**src/pkg/pot_spi_pkg.sv**
```systemverilog
// Purpose: Shared constants and types for the potentiometer serial command decoder
// Assumes: Serial word is MSB first, 16 bit frame positions numbered 15 down to 0
// Notes:   Reset values of wiper and terminal registers are plain defaults
package pot_spi_pkg;

    // ****************************************************************
    // Widths and counts
    // ****************************************************************
    localparam int          ADDR_W      = 4;
    localparam int          OP_W        = 2;
    localparam int          DATA_W      = 9;
    localparam int          FRAME_W     = 16;
    localparam int          SLOT_COUNT  = 6;
    localparam int          SYNC_W      = 4;

    // ****************************************************************
    // Operation codes
    // ****************************************************************
    localparam logic [1:0]  OP_WRITE    = 2'h0;
    localparam logic [1:0]  OP_INC      = 2'h1;
    localparam logic [1:0]  OP_DEC      = 2'h2;
    localparam logic [1:0]  OP_READ     = 2'h3;

    // ****************************************************************
    // Register addresses
    // ****************************************************************
    localparam logic [3:0]  ADDR_WIPER_0 = 4'h0;
    localparam logic [3:0]  ADDR_WIPER_1 = 4'h1;
    localparam logic [3:0]  ADDR_TCTRL_0 = 4'h4;
    localparam logic [3:0]  ADDR_WIPER_2 = 4'h6;
    localparam logic [3:0]  ADDR_WIPER_3 = 4'h7;
    localparam logic [3:0]  ADDR_TCTRL_1 = 4'ha;

    // ****************************************************************
    // Bit positions within a command (count of bits already taken)
    // ****************************************************************
    localparam logic [3:0]  POS_DECODE  = 4'h5;
    localparam logic [3:0]  POS_FLAG    = 4'h6;
    localparam logic [3:0]  POS_OPBIT   = 4'h7;
    localparam logic [3:0]  POS_BYTE_END = 4'h7;
    localparam logic [3:0]  POS_WORD_END = 4'hf;
    localparam int          WORD_TOP_BIT = 8;

    // ****************************************************************
    // Reset values and limits
    // ****************************************************************
    localparam logic [8:0]  WIPER_RESET     = 9'h000;
    localparam logic [8:0]  TCTRL_RESET     = 9'h000;
    localparam logic [8:0]  FULL_SCALE_8BIT = 9'h100;
    localparam logic [8:0]  FULL_SCALE_7BIT = 9'h080;
    localparam logic [15:0] NV_ADDR_MASK    = 16'h0000;
    localparam logic [3:0]  SYNC_RESET      = 4'h1;

    // ****************************************************************
    // Link state
    // ****************************************************************
    typedef enum logic [1:0]
    {
        ST_IDLE   = 2'b00,
        ST_ACTIVE = 2'b01,
        ST_LOCKED = 2'b10
    } link_state_t;

endpackage

```
**src/hw/pot_spi_pin_sync.sv**
```systemverilog
// Purpose: Two flop synchronisers with edge detection for the serial pins
// Assumes: Pins change slower than a few system clock cycles
// Notes:   Edges are seen two clk_in cycles after the pin moves
module pot_spi_pin_sync
#(
    parameter int              WIDTH     = 4,
    parameter logic [WIDTH-1:0] RESET_VAL = '0
)
(
    input  wire logic             clk_in,
    input  wire logic             resetn_in,
    input  wire logic [WIDTH-1:0] pin_in,
    output logic      [WIDTH-1:0] level_out,
    output logic      [WIDTH-1:0] rise_out,
    output logic      [WIDTH-1:0] fall_out
);

    // ****************************************************************
    // Per pin chain
    // ****************************************************************
    genvar i;
    generate
        for (i = 0; i < WIDTH; i++)
        begin : g_pin
            logic meta;
            logic stable;
            logic prev;

            // First flop feeds only the second one
            always_ff @(posedge clk_in or negedge resetn_in)
            begin
                if (!resetn_in)
                begin
                    meta   <= RESET_VAL[i];
                    stable <= RESET_VAL[i];
                    prev   <= RESET_VAL[i];
                end
                else
                begin
                    meta   <= pin_in[i];
                    stable <= meta;
                    prev   <= stable;
                end
            end

            // Edges compare the two settled stages
            assign level_out[i] = stable;
            assign rise_out[i]  = stable & ~prev;
            assign fall_out[i]  = ~stable & prev;
        end
    endgenerate

endmodule // pot_spi_pin_sync

```
**src/hw/pot_spi_command_decoder.sv**
```systemverilog
// Purpose: Serial command decoder for a quad digital potentiometer register set
// Assumes: clk_in much faster than the serial clock; pins are asynchronous
// Notes:   Serial modes 0,0 and 1,1 both work, data is taken on serial rising edges
//
// Overview of operation
// - Register comes from four address bits, operation from the two bits after.
// - 11 reads, 00 writes, 01 increments wiper, 10 decrements wiper.
// - Increment and decrement are refused on the two terminal registers.
// - Serial output is high for the first six bits of every command.
// - Seventh bit of every command carries the command valid flag.
// - Only listed address and operation pairs are valid; all others are errors.
// - Read and write values are the top command bit plus the data byte.
// - Spare tenth data bit is ignored; its slot carries the valid flag.
// - Valid flag is high for a valid pair and low for an invalid one.
// - A command after a nonvolatile write in the same frame reports invalid.
// - Frames without a whole multiple of eight clocks still run their complete commands; only the partial last one drops.
// - After an error all commands are ignored and output held low.
// - Commands act only when complete; partial ones drop when select ends.
// - Select release resets the interface; only a fresh select restarts it.
// - Any back to back mix of valid commands runs within one frame.
// - Eighth output bit depends on the decoded operation.
// - Elevated select gives the same commands with the same bit counts.
// - A read shifts the nine register bits out in the last nine bits.
// - A write updates its register only after all sixteen bits.
// - Increment stops at full scale and does nothing above it.
module pot_spi_command_decoder
    import pot_spi_pkg::*;
#(
    parameter logic [8:0] FULL_SCALE = FULL_SCALE_8BIT
)
(
    input  wire logic        clk_in,
    input  wire logic        resetn_in,
    input  wire logic        cs_n_in,
    input  wire logic        elevated_select_level_in,
    input  wire logic        sck_in,
    input  wire logic        sdi_in,
    output logic             sdo_out,
    output logic             sdo_oe_out,
    output logic             elevated_cmd_out,
    output logic [8:0]       wiper_setting_0_out,
    output logic [8:0]       wiper_setting_1_out,
    output logic [8:0]       wiper_setting_2_out,
    output logic [8:0]       wiper_setting_3_out,
    output logic [8:0]       terminal_connect_ctrl_0_out,
    output logic [8:0]       terminal_connect_ctrl_1_out
);

    // ****************************************************************
    // Declarations
    // ****************************************************************
    logic [SYNC_W-1:0]       pin_level;
    logic [SYNC_W-1:0]       pin_rise;
    logic [SYNC_W-1:0]       pin_fall;
    logic                    cs_level_n;
    logic                    cs_start;
    logic                    cs_end;
    logic                    sck_rise;
    logic                    sck_fall;
    logic                    sdi_bit;
    logic                    elevated_level;

    link_state_t             state;
    link_state_t             next_state;
    logic [3:0]              bit_pos;
    logic [3:0]              next_bit_pos;
    logic [FRAME_W-1:0]      shift;
    logic [FRAME_W-1:0]      next_word;
    logic [ADDR_W-1:0]       register_address_field;
    logic [OP_W-1:0]         operation_code_field;
    logic                    command_valid_flag;
    logic                    nv_write_pending;
    logic [DATA_W-1:0]       read_value;
    logic [DATA_W-1:0]       reg_file [SLOT_COUNT];
    logic [DATA_W-1:0]       nine_bit_value;
    logic                    data_top_bit;
    logic                    spare_data_bit;
    logic [ADDR_W-1:0]       decode_addr;
    logic [OP_W-1:0]         decode_op;
    logic                    decode_ok;
    logic                    byte_done;
    logic                    word_done;
    logic                    next_sdo;
    logic [3:0]              read_sel;

    // ****************************************************************
    // Pin synchronisers
    // ****************************************************************
    pot_spi_pin_sync
    #(
        .WIDTH     (SYNC_W),
        .RESET_VAL (SYNC_RESET)
    )
    u_pin_sync
    (
        .clk_in    (clk_in),
        .resetn_in (resetn_in),
        .pin_in    ({elevated_select_level_in, sdi_in, sck_in, cs_n_in}),
        .level_out (pin_level),
        .rise_out  (pin_rise),
        .fall_out  (pin_fall)
    );

    // Named views of the synchronised pins
    assign cs_level_n     = pin_level[0];
    assign cs_start       = pin_fall[0];
    assign cs_end         = pin_rise[0];
    assign sck_rise       = pin_rise[1];
    assign sck_fall       = pin_fall[1];
    assign sdi_bit        = pin_level[2];
    assign elevated_level = pin_level[3];

    // ****************************************************************
    // Address decode helpers
    // ****************************************************************
    // Map a register address onto its storage slot
    function automatic logic [2:0] slot_of(input logic [ADDR_W-1:0] addr);
        logic [2:0] slot;
        slot = 3'h0;
        case (addr)
            ADDR_WIPER_0: slot = 3'h0;
            ADDR_WIPER_1: slot = 3'h1;
            ADDR_WIPER_2: slot = 3'h2;
            ADDR_WIPER_3: slot = 3'h3;
            ADDR_TCTRL_0: slot = 3'h4;
            ADDR_TCTRL_1: slot = 3'h5;
            default:      slot = 3'h0;
        endcase
        return slot;
    endfunction

    // Legal address and operation pairs
    function automatic logic pair_ok(input logic [ADDR_W-1:0] addr,
                                     input logic [OP_W-1:0]   op);
        logic ok;
        ok = 1'b0;
        case (addr)
            ADDR_WIPER_0,
            ADDR_WIPER_1,
            ADDR_WIPER_2,
            ADDR_WIPER_3: ok = 1'b1;
            ADDR_TCTRL_0,
            ADDR_TCTRL_1: ok = (op == OP_READ) || (op == OP_WRITE);
            default:      ok = 1'b0;
        endcase
        return ok;
    endfunction

    // ****************************************************************
    // Incoming word and field split
    // ****************************************************************
    // Word as it stands once the current bit is taken
    assign next_word = {shift[FRAME_W-2:0], sdi_bit};

    // Address and operation sit in the six newest bits
    assign decode_addr = next_word[5:2];
    assign decode_op   = next_word[1:0];

    // Pending nonvolatile write makes the next command fail
    assign decode_ok = pair_ok(decode_addr, decode_op) && !nv_write_pending;

    // Value built from the top command bit and the data byte
    assign spare_data_bit = next_word[WORD_TOP_BIT+1];
    assign data_top_bit   = next_word[WORD_TOP_BIT];
    assign nine_bit_value = {data_top_bit, next_word[7:0]};

    // Command boundaries: 8 bit for wiper steps, 16 bit otherwise
    assign byte_done = (bit_pos == POS_BYTE_END) &&
                       ((operation_code_field == OP_INC) ||
                        (operation_code_field == OP_DEC));
    assign word_done = (bit_pos == POS_WORD_END);

    // ****************************************************************
    // Link state machine
    // ****************************************************************
    // Only a select fall edge arms the link; the select sync resets high, so a select
    // held low through reset is seen as a fresh select once reset ends
    always_comb
    begin
        next_state = state;
        case (state)
            ST_IDLE:
            begin
                if (cs_start)
                    next_state = ST_ACTIVE;
            end
            ST_ACTIVE:
            begin
                if (cs_level_n)
                    next_state = ST_IDLE;
                else if (sck_rise && (bit_pos == POS_DECODE) && !decode_ok)
                    next_state = ST_LOCKED;
            end
            ST_LOCKED:
            begin
                if (cs_level_n)
                    next_state = ST_IDLE;
            end
            default:
                next_state = ST_IDLE;
        endcase
    end

    // State register
    always_ff @(posedge clk_in or negedge resetn_in)
    begin
        if (!resetn_in)
            state <= ST_IDLE;
        else
            state <= next_state;
    end

    // ****************************************************************
    // Bit counter and shift register
    // ****************************************************************
    // Counter wraps at each command boundary so back to back commands line up
    always_comb
    begin
        next_bit_pos = bit_pos + 4'h1;
        if (byte_done || word_done)
            next_bit_pos = 4'h0;
    end

    // Counter clears on select so stray clocks never accumulate
    always_ff @(posedge clk_in or negedge resetn_in)
    begin
        if (!resetn_in)
        begin
            bit_pos <= 4'h0;
            shift   <= '0;
        end
        else if (cs_start || cs_level_n)
        begin
            bit_pos <= 4'h0;
            shift   <= '0;
        end
        else if (state == ST_ACTIVE && sck_rise)
        begin
            bit_pos <= next_bit_pos;
            shift   <= next_word;
        end
    end

    // ****************************************************************
    // Decoded command latch
    // ****************************************************************
    // Captured on the sixth bit; read data is frozen here as well
    always_ff @(posedge clk_in or negedge resetn_in)
    begin
        if (!resetn_in)
        begin
            register_address_field <= '0;
            operation_code_field   <= OP_WRITE;
            command_valid_flag     <= 1'b1;
            read_value             <= '0;
        end
        else if (cs_start)
        begin
            command_valid_flag     <= 1'b1;
        end
        else if (state == ST_ACTIVE && sck_rise && bit_pos == POS_DECODE)
        begin
            register_address_field <= decode_addr;
            operation_code_field   <= decode_op;
            command_valid_flag     <= decode_ok;
            read_value             <= reg_file[slot_of(decode_addr)];
        end
    end

    // ****************************************************************
    // Nonvolatile write tracking
    // ****************************************************************
    // All present addresses are volatile; the mask keeps the hook ready
    always_ff @(posedge clk_in or negedge resetn_in)
    begin
        if (!resetn_in)
            nv_write_pending <= 1'b0;
        else if (cs_level_n)
            nv_write_pending <= 1'b0;
        else if (state == ST_ACTIVE && sck_rise && word_done &&
                 operation_code_field == OP_WRITE &&
                 NV_ADDR_MASK[register_address_field])
            nv_write_pending <= 1'b1;
    end

    // ****************************************************************
    // Register file updates
    // ****************************************************************
    // Only complete commands act, so a command cut short changes nothing
    always_ff @(posedge clk_in or negedge resetn_in)
    begin
        if (!resetn_in)
        begin
            for (int s = 0; s < SLOT_COUNT; s++)
                reg_file[s] <= (s < 4) ? WIPER_RESET : TCTRL_RESET;
        end
        else if (state == ST_ACTIVE && !cs_level_n && sck_rise)
        begin
            if (word_done && operation_code_field == OP_WRITE)
            begin
                reg_file[slot_of(register_address_field)] <= nine_bit_value;
            end
            else if (byte_done && operation_code_field == OP_INC)
            begin
                if (reg_file[slot_of(register_address_field)] < FULL_SCALE)
                    reg_file[slot_of(register_address_field)] <=
                        reg_file[slot_of(register_address_field)] + 9'h001;
            end
            else if (byte_done && operation_code_field == OP_DEC)
            begin
                if (reg_file[slot_of(register_address_field)] != 9'h000 &&
                    reg_file[slot_of(register_address_field)] <= FULL_SCALE)
                    reg_file[slot_of(register_address_field)] <=
                        reg_file[slot_of(register_address_field)] - 9'h001;
            end
        end
    end

    // ****************************************************************
    // Serial output value
    // ****************************************************************
    // Select index of the read bit for positions seven to fifteen
    assign read_sel = POS_WORD_END - bit_pos;

    // Value for the bit slot that the counter now points at
    always_comb
    begin
        next_sdo = 1'b1;
        if (state != ST_ACTIVE)
            next_sdo = 1'b0;
        else if (bit_pos < POS_FLAG)
            next_sdo = 1'b1;
        else if (bit_pos == POS_FLAG)
            next_sdo = command_valid_flag;
        else if (operation_code_field == OP_READ)
            next_sdo = read_value[read_sel];
        else
            next_sdo = 1'b1;
    end

    // ****************************************************************
    // Serial output pin
    // ****************************************************************
    // In an active frame changes only on falling serial edges so the master samples a
    // settled bit on the rising edge; select, release and lock set it directly
    always_ff @(posedge clk_in or negedge resetn_in)
    begin
        if (!resetn_in)
        begin
            sdo_out    <= 1'b0;
            sdo_oe_out <= 1'b0;
        end
        else if (cs_start && state == ST_IDLE)
        begin
            sdo_out    <= 1'b1;
            sdo_oe_out <= 1'b1;
        end
        else if (cs_level_n)
        begin
            sdo_out    <= 1'b0;
            sdo_oe_out <= 1'b0;
        end
        else if (state == ST_LOCKED)
        begin
            sdo_out    <= 1'b0;
        end
        else if (state == ST_ACTIVE && sck_fall)
        begin
            sdo_out    <= next_sdo;
        end
    end

    // ****************************************************************
    // Elevated select capture
    // ****************************************************************
    // Sampled at select, the commands behave the same either way
    always_ff @(posedge clk_in or negedge resetn_in)
    begin
        if (!resetn_in)
            elevated_cmd_out <= 1'b0;
        else if (cs_start && state == ST_IDLE)
            elevated_cmd_out <= elevated_level;
        else if (cs_end)
            elevated_cmd_out <= 1'b0;
    end

    // ****************************************************************
    // Register outputs
    // ****************************************************************
    // Straight from the storage flops
    assign wiper_setting_0_out         = reg_file[0];
    assign wiper_setting_1_out         = reg_file[1];
    assign wiper_setting_2_out         = reg_file[2];
    assign wiper_setting_3_out         = reg_file[3];
    assign terminal_connect_ctrl_0_out = reg_file[4];
    assign terminal_connect_ctrl_1_out = reg_file[5];

endmodule // pot_spi_command_decoder

```
**config.mk**
```make
export PLATFORM = sky130hd
export DESIGN_NAME = pot_spi_command_decoder
export DESIGN_NICKNAME = d
export VERILOG_FILES = /design/src/pkg/pot_spi_pkg.sv /design/src/hw/pot_spi_pin_sync.sv /design/src/hw/pot_spi_command_decoder.sv
export SDC_FILE = /design/constraint.sdc
export NUM_CORES = 1
export LEC_CHECK = 0
export ABC_AREA = 1
export BUFFER_PORTS_ARGS = -buffer_cell sky130_fd_sc_hd__buf_2
export CAP_MARGIN = 20
export CORE_MARGIN = 1.5
export CORE_UTILIZATION = 41
export DETAILED_ROUTE_END_ITERATION = 8
export HOLD_SLACK_MARGIN = 0.02
export SYNTH_ARGS = -nofsm -noshare
export SYNTH_HDL_FRONTEND = slang
export SYNTH_HIERARCHICAL = 1
export SYNTH_SLANG_ARGS = --single-unit
```
**constraint.sdc**
```tcl
create_clock -name clk_in -period 3.1 [get_ports clk_in]
set_input_delay 0.465 -clock clk_in [delete_from_list [all_inputs] [get_ports clk_in]]
set_output_delay 0.465 -clock clk_in [all_outputs]
set_load 0.005 [all_outputs]
```
==> flow_summary.yaml, run 1 <==
pwr:
  power_leakage_nw: 3.50
  switching_share_pct: 25.2
  seqPwrFrac_pct: 51.6
  pwr-share-comb_pct: 3.3
  powerDensity_nw_per_um2: 360
  internal-power_mw: 1.90
  total_power_mw: 2.54
  p_switching_uw: 641
  pwr-share-clk_pct: 45.0
  peakVddDrop_mv: 0.310
routing:
  first_pass_iters: 4
  vias: 5905
  wl_per_cell_um: 17.9
  antenna_left: 0
  via_per_inst: 5.45
  drcViolationCount: 0
  drt_wl_total_um: 19400
  dr.first_iter.drc_count: 538
setup_path:
  rr_worst_depth: 19
  endpoint_kind: "register"
  crit_type: "reg2reg"
  setup.worst_path.start_class: "register"
  cp_max_fo: 15
  arrival_ns: 3.11
  critical_path_required_ns: 3.35
floorplanning:
  num_rows: 44
  start_util_pct: 42.0
  chipWidth_um: 125
  die_y_um: 125
  die_area_um2: 15600
  core_area_um2: 14500
  io_pins: 63
cells_and_area:
  n_antenna_cell: 0
  area_delta_synth_final_pct: 15.6
  nets: 909
  drive_gt1_share_pct: 20.4
  stdcell_count: 1084
placement:
  pre_cts_ws_ns: 0.136
  port_buffers: 62
  dp_hpwl_um: 13800
  place_inst: 1055
  place_congestion: 0.968
global_routing:
  grt_pass1_vias: 5412
  antenna_found_initial: 0
  grt_usage_pct: 24.8
  grt_pass1_wl_um: 30400
  grt_overflow: 0
  grt_max_degree: 56
clocking:
  root_buffer: "clkbuf_16"
  h-tree-depth: 3
  clkSlewWorstSetupHoldPaths_ns: 0.08
  cts_tree: "built"
  cts_buffer_depth: 2
  insertion_delay_ns: 0.36
  numCtsBuffers: 9
  clock_sinks: 98
timing:
  clock_skew_ns: 0.00864
  finalHoldViolCount: 0
  layout_setup_ws_ns: 0.247
  fmax_ghz: 0.351
  setup-violations-final: 0
  drv_slew: 0
  relSlewSlack_pct: 52.7
  finalCritPeriodShare_pct: 92.0
  period_needed_ns: 2.85
  tightest_slew_ns: 0.709
  hold_slack_ns: 0.164
yosys:
  avgSynthCellArea_um2: 7.46
  synthCells: 818
  synthesis.nets: 832
  yosysWarnings: 6
  netlist_area_um2: 6100
flow_run:
  max_cap_violations: 0
worst_hold_path:
  hold_path.class: "in2async"
outcome:
  outcome: "completed"
power by group through the flow:
| stage | logic [mW] | clock network [mW] | registers, mW |
|---|---|---|---|
| detailed placement | 0.0877 | 0 | 1.34 |
| global route | 0.0987 | 1.23 | 1.31 |
| floorplan | 0.0403 | 0 | 1.33 |
| global placement | 0.0872 | 0 | 1.34 |
| finish | 0.0851 | 1.14 | 1.31 |
| CTS | 0.0878 | 1.17 | 1.31 |
metrics by stage:
| stage | util (%) | instance area, um^2 | setup TNS, ns |
|---|---|---|---|
| after floorplan | - | 6100 | 0 |
| after global placement | 45.5 | 6620 | 0 |
| after detailed placement | 45.5 | 6620 | 0 |
| after CTS | 47.6 | 6920 | 0 |
| after global routing | 48.5 | 7050 | -0.0291 |
| final | 48.5 | 7050 | 0 |
registers in the layout (all words and copies together) (netlist names), 2 cells and up:
name	flops
u_pin_sync/g_pin.stable	4
wiper_setting_2_out	9
u_pin_sync/g_pin.meta	4
terminal_connect_ctrl_1_out	9
operation_code_field	2
u_pin_sync/g_pin.prev	2
wiper_setting_3_out	9
wiper_setting_0_out	9
shift	8
register_address_field	4
state	2
wiper_setting_1_out	9
read_value	9
bit_pos	4
terminal_connect_ctrl_0_out	9
layout by cell type (no fill, tap or decap), types with 2 or more instances in the layout:
cell / instances
xor2_1: 5
o21ai_1: 22
nand3_1: 57
o21ai_2: 6
nor2_1: 85
nor3_1: 4
o22ai_1: 17
o211ai_1: 2
inv_8: 2
a21oi_1: 19
o31ai_1: 2
o21ai_0: 63
ha_1: 7
nor2_4: 7
buf_12: 2
nand3_2: 13
clkbuf_16: 9
o21a_1: 8
clkinv_1: 2
nand2_4: 3
nand3_4: 7
a31oi_1: 4
dfrtp_1: 90
clkinv_4: 2
nand2_1: 206
clkinv_8: 2
dfstp_2: 4
nand2_2: 16
dfrtp_2: 4
buf_4: 27
inv_2: 4
nor2_2: 8
inv_1: 87
buf_2: 61
nand4_1: 26
critical path, stage by stage (launching register included):
cell,delay (ns)
dfrtp_2,0.46
nor2_1,0.12
nand2_2,0.12
buf_4,0.20
nand3_2,0.13
nand2_1,0.07
nand3_1,0.08
nand2_1,0.06
inv_1,0.11
ha_2,0.25
nand3_1,0.09
nor2_1,0.13
nand3_1,0.12
nand2_2,0.11
nand3_4,0.15
buf_4,0.20
nand3_4,0.14
inv_1,0.08
nand2_1,0.06
nand2_1,0.05
metal layers:
layer  wire [um]  global-route usage [%]  vias up
li1            -                       -     2857
met3        1380                    4.02       35
met2        8790                    37.9      220
met4         612                    10.6        0
met1        8610                    35.0     2793
met5           0                       0        -
timing repair:
action / in CTS / in global routing
hold endpoints to repair: 0 / 0
gates resized for setup: 0 / 9
buffers inserted: 0 / 9
hold buffers: 0 / 0
endpoints found under the setup margin: 0 / 54
final timing paths:
check / from / end / slack, ns
setup / recovery: register_address_field[0]$_DFFE_PN0P_ / wiper_setting_0_out[8]$_DFFE_PN0P_ / 0.25
hold / removal: resetn_in / u_pin_sync/g_pin[1].prev$_DFF_PN0_ / 0.16
setup reg to reg: register_address_field[0]$_DFFE_PN0P_ / wiper_setting_0_out[8]$_DFFE_PN0P_ / 0.25
hold reg to reg: u_pin_sync/g_pin[1].meta$_DFF_PN0_ / u_pin_sync/g_pin[1].stable$_DFF_PN0_ / 0.35
max in group asynchronous: resetn_in / u_pin_sync/g_pin[0].prev$_DFF_PN1_ / 2.22
min in group clk_in: cs_n_in / u_pin_sync/g_pin[0].meta$_DFF_PN1_ / 0.20
cell type report:
type / count / area (um^2)
clock inverter: 7 / 81.3
timing repair buffer: 91 / 556
multi-input combinational: 601 / 3140
clock buffer: 9 / 225
fill: 1542 / 7480
inverter: 94 / 355
tap: 184 / 230
sequential: 98 / 2460
Note: power is estimated with default switching activity, not from simulation.
==> inputs of run 2 (changes only) <==
ABC_AREA = unset   (was 1)
clock period = 2.5 ns   (was 3.1 ns; I/O delays follow)
==> run 2 against run 1 <==
Net effect: the run now ends with setup timing left; register-to-register slack worse by 1.0 ns; power is 21% higher; worst setup slack worse by 1.0 ns; clock power is 19% higher; critical path depth is 5 lower; flip-flop and latch count stayed put; area after synthesis is 9.6% lower.
==> flow_summary.yaml, run 2 <==
outcome:
  outcome: "complete, but fails checks"
  violations: "setup timing"
clocking:
  root_buffer: "clkbuf_16"
  cts_buffer_depth: 2
  h-tree-depth: 3
  clock_sinks: 98
  numCtsBuffers: 9
  cts_tree: "built"
  clkSlewWorstSetupHoldPaths_ns: 0.07
  insertion_delay_ns: 0.36
floorplanning:
  die_y_um: 119
  die_area_um2: 14200
  chipWidth_um: 119
  io_pins: 63
  num_rows: 42
  start_util_pct: 41.8
  core_area_um2: 13200
setup_path:
  arrival_ns: 3.55
  crit_type: "reg2reg"
  cpPeakStageDelay_ns: 0.43
  critPathSlowestCell: "dfrtp_1"
  endpoint_kind: "register"
  cp_max_fo: 5
  path_cells: "buf_6 > nor2b_4 > a22o_1 > a221o_1 > inv_2 > ha_4 > nand2_2 > a2111o_1 > nor4_4 > mux2_4 > nand2_4 > or2_4 > buf_6 > mux2_4"
  critical_path_required_ns: 2.75
  r2r_slack_ns: -0.80
  path_buf_inv: 3
  setup.worst_path.start_class: "register"
  crit_family: "compound AO/OA/AOI/OAI gates"
pwr:
  seqPwrFrac_pct: 52.8
  pwr-share-comb_pct: 2.9
  internal-power_mw: 2.32
  power_leakage_nw: 3.88
  switching_share_pct: 24.2
  pwr-share-clk_pct: 44.3
  p_switching_uw: 740
  powerDensity_nw_per_um2: 395
  total_power_mw: 3.06
  peakVddDrop_mv: 0.331
routing:
  drt_wl_total_um: 17400
  wl_per_cell_um: 19.8
  vias: 4901
  dr.first_iter.drc_count: 375
  antenna_left: 0
  first_pass_iters: 5
  via_per_inst: 5.58
  drcViolationCount: 0
cells_and_area:
  nets: 712
  n_antenna_cell: 0
  final_cell_mix: "buf_4 (143), dfrtp_1 (92), buf_2 (61), mux2_2 (37), nand2_1 (35)"
  final_design_area_no_fill_um2: 7760
  area_delta_synth_final_pct: 40.8
  fillCellCount: 1096
  drive_gt1_share_pct: 49.9
  post-route-util_pct: 58.9
  multiInputGateArea_um2: 3120
  ff_latch_area_um2: 2460
  layout_commonest_cell: "buf_4"
global_routing:
  grt_overflow: 0
  grt_pass1_wl_um: 27400
  antenna_found_initial: 0
  grt_max_degree: 57
  grt_pass1_vias: 4999
  grt_usage_pct: 25.2
worst_hold_path:
  hold_path.class: "in2reg"
timing:
  period_needed_ns: 3.30
  setup_tns_ns: -40.52
  finalHoldViolCount: 0
  rsz0062_at_grt: "yes"
  layout_setup_ws_ns: -0.801
  setup-violations-final: 54
  finalCritPeriodShare_pct: 132
  relSlewSlack_pct: 58.3
  tightest_slew_ns: 0.620
  drv_slew: 0
  fmax_ghz: 0.303
  clock_skew_ns: 0.00857
yosys:
  synthCells: 492
  synthesis.nets: 506
  netlist_area_um2: 5520
  avgSynthCellArea_um2: 11.2
  yosysWarnings: 6
placement:
  dpl_cell_area_um2: 7110
  pre_cts_ws_ns: -0.889
  place_congestion: 0.932
  dp_hpwl_um: 12800
  port_buffers: 62
flow_run:
  max_cap_violations: 0
[run 2: timing repair]
action,in CTS,in global routing
hold buffers,1,0
resized for setup,47,17
endpoints found under the hold margin,43,0
setup endpoints to repair,54,54
setup buffers,13,3
pin swaps,7,6
[run 2: worst paths after layout]
path	start	to	depth (start not counted)
max reg2reg	register_address_field[0]$_DFFE_PN0P_	wiper_setting_0_out[0]$_DFFE_PN0P_	14
max	register_address_field[0]$_DFFE_PN0P_	wiper_setting_0_out[0]$_DFFE_PN0P_	14
min	cs_n_in	u_pin_sync/g_pin[0].meta$_DFF_PN1_	1
min reg2reg	u_pin_sync/g_pin[1].meta$_DFF_PN0_	u_pin_sync/g_pin[1].stable$_DFF_PN0_	0
min in group asynchronous	resetn_in	wiper_setting_2_out[7]$_DFFE_PN0P_	3
max in group asynchronous	resetn_in	register_address_field[2]$_DFFE_PN0P_	3
[run 2: final cells by class]
type / count / area share [%]
clock inverters: 7 / 0.773
inverters: 16 / 0.773
repair buffers: 222 / 20.9
multi-input cells: 351 / 40.1
flip-flops and latches: 98 / 31.7
clock buffers: 9 / 2.90
well taps: 176 / 2.84
[run 2: stage by stage]
step | cells | hold WS, ns
floorplan | 492 | 0.0794
global placement | 850 | 0.334
detailed placement | 850 | 0.342
CTS | 878 | 0.0980
global route | 879 | 0.102
finish | 879 | 0.103
[run 2: per-layer routing]
layer / share of wire (%) / track usage [%] / up-vias / wire length [um]
li1: - / - / 2243 / -
met1: 44 / 33.8 / 2470 / 7720
met2: 47 / 40.5 / 154 / 8270
met3: 5.0 / 4.12 / 34 / 869
met4: 3.2 / 10.5 / 0 / 563
met5: 0 / 0 / - / 0
[run 2: power by group through the flow]
stage | clock network (mW) | logic, mW | registers [mW]
after floorplan | 0 | 0.0360 | 1.64
after global placement | 0 | 0.0876 | 1.65
after detailed placement | 0 | 0.0891 | 1.65
after CTS | 1.38 | 0.0904 | 1.62
after global routing | 1.45 | 0.101 | 1.62
final | 1.36 | 0.0881 | 1.62
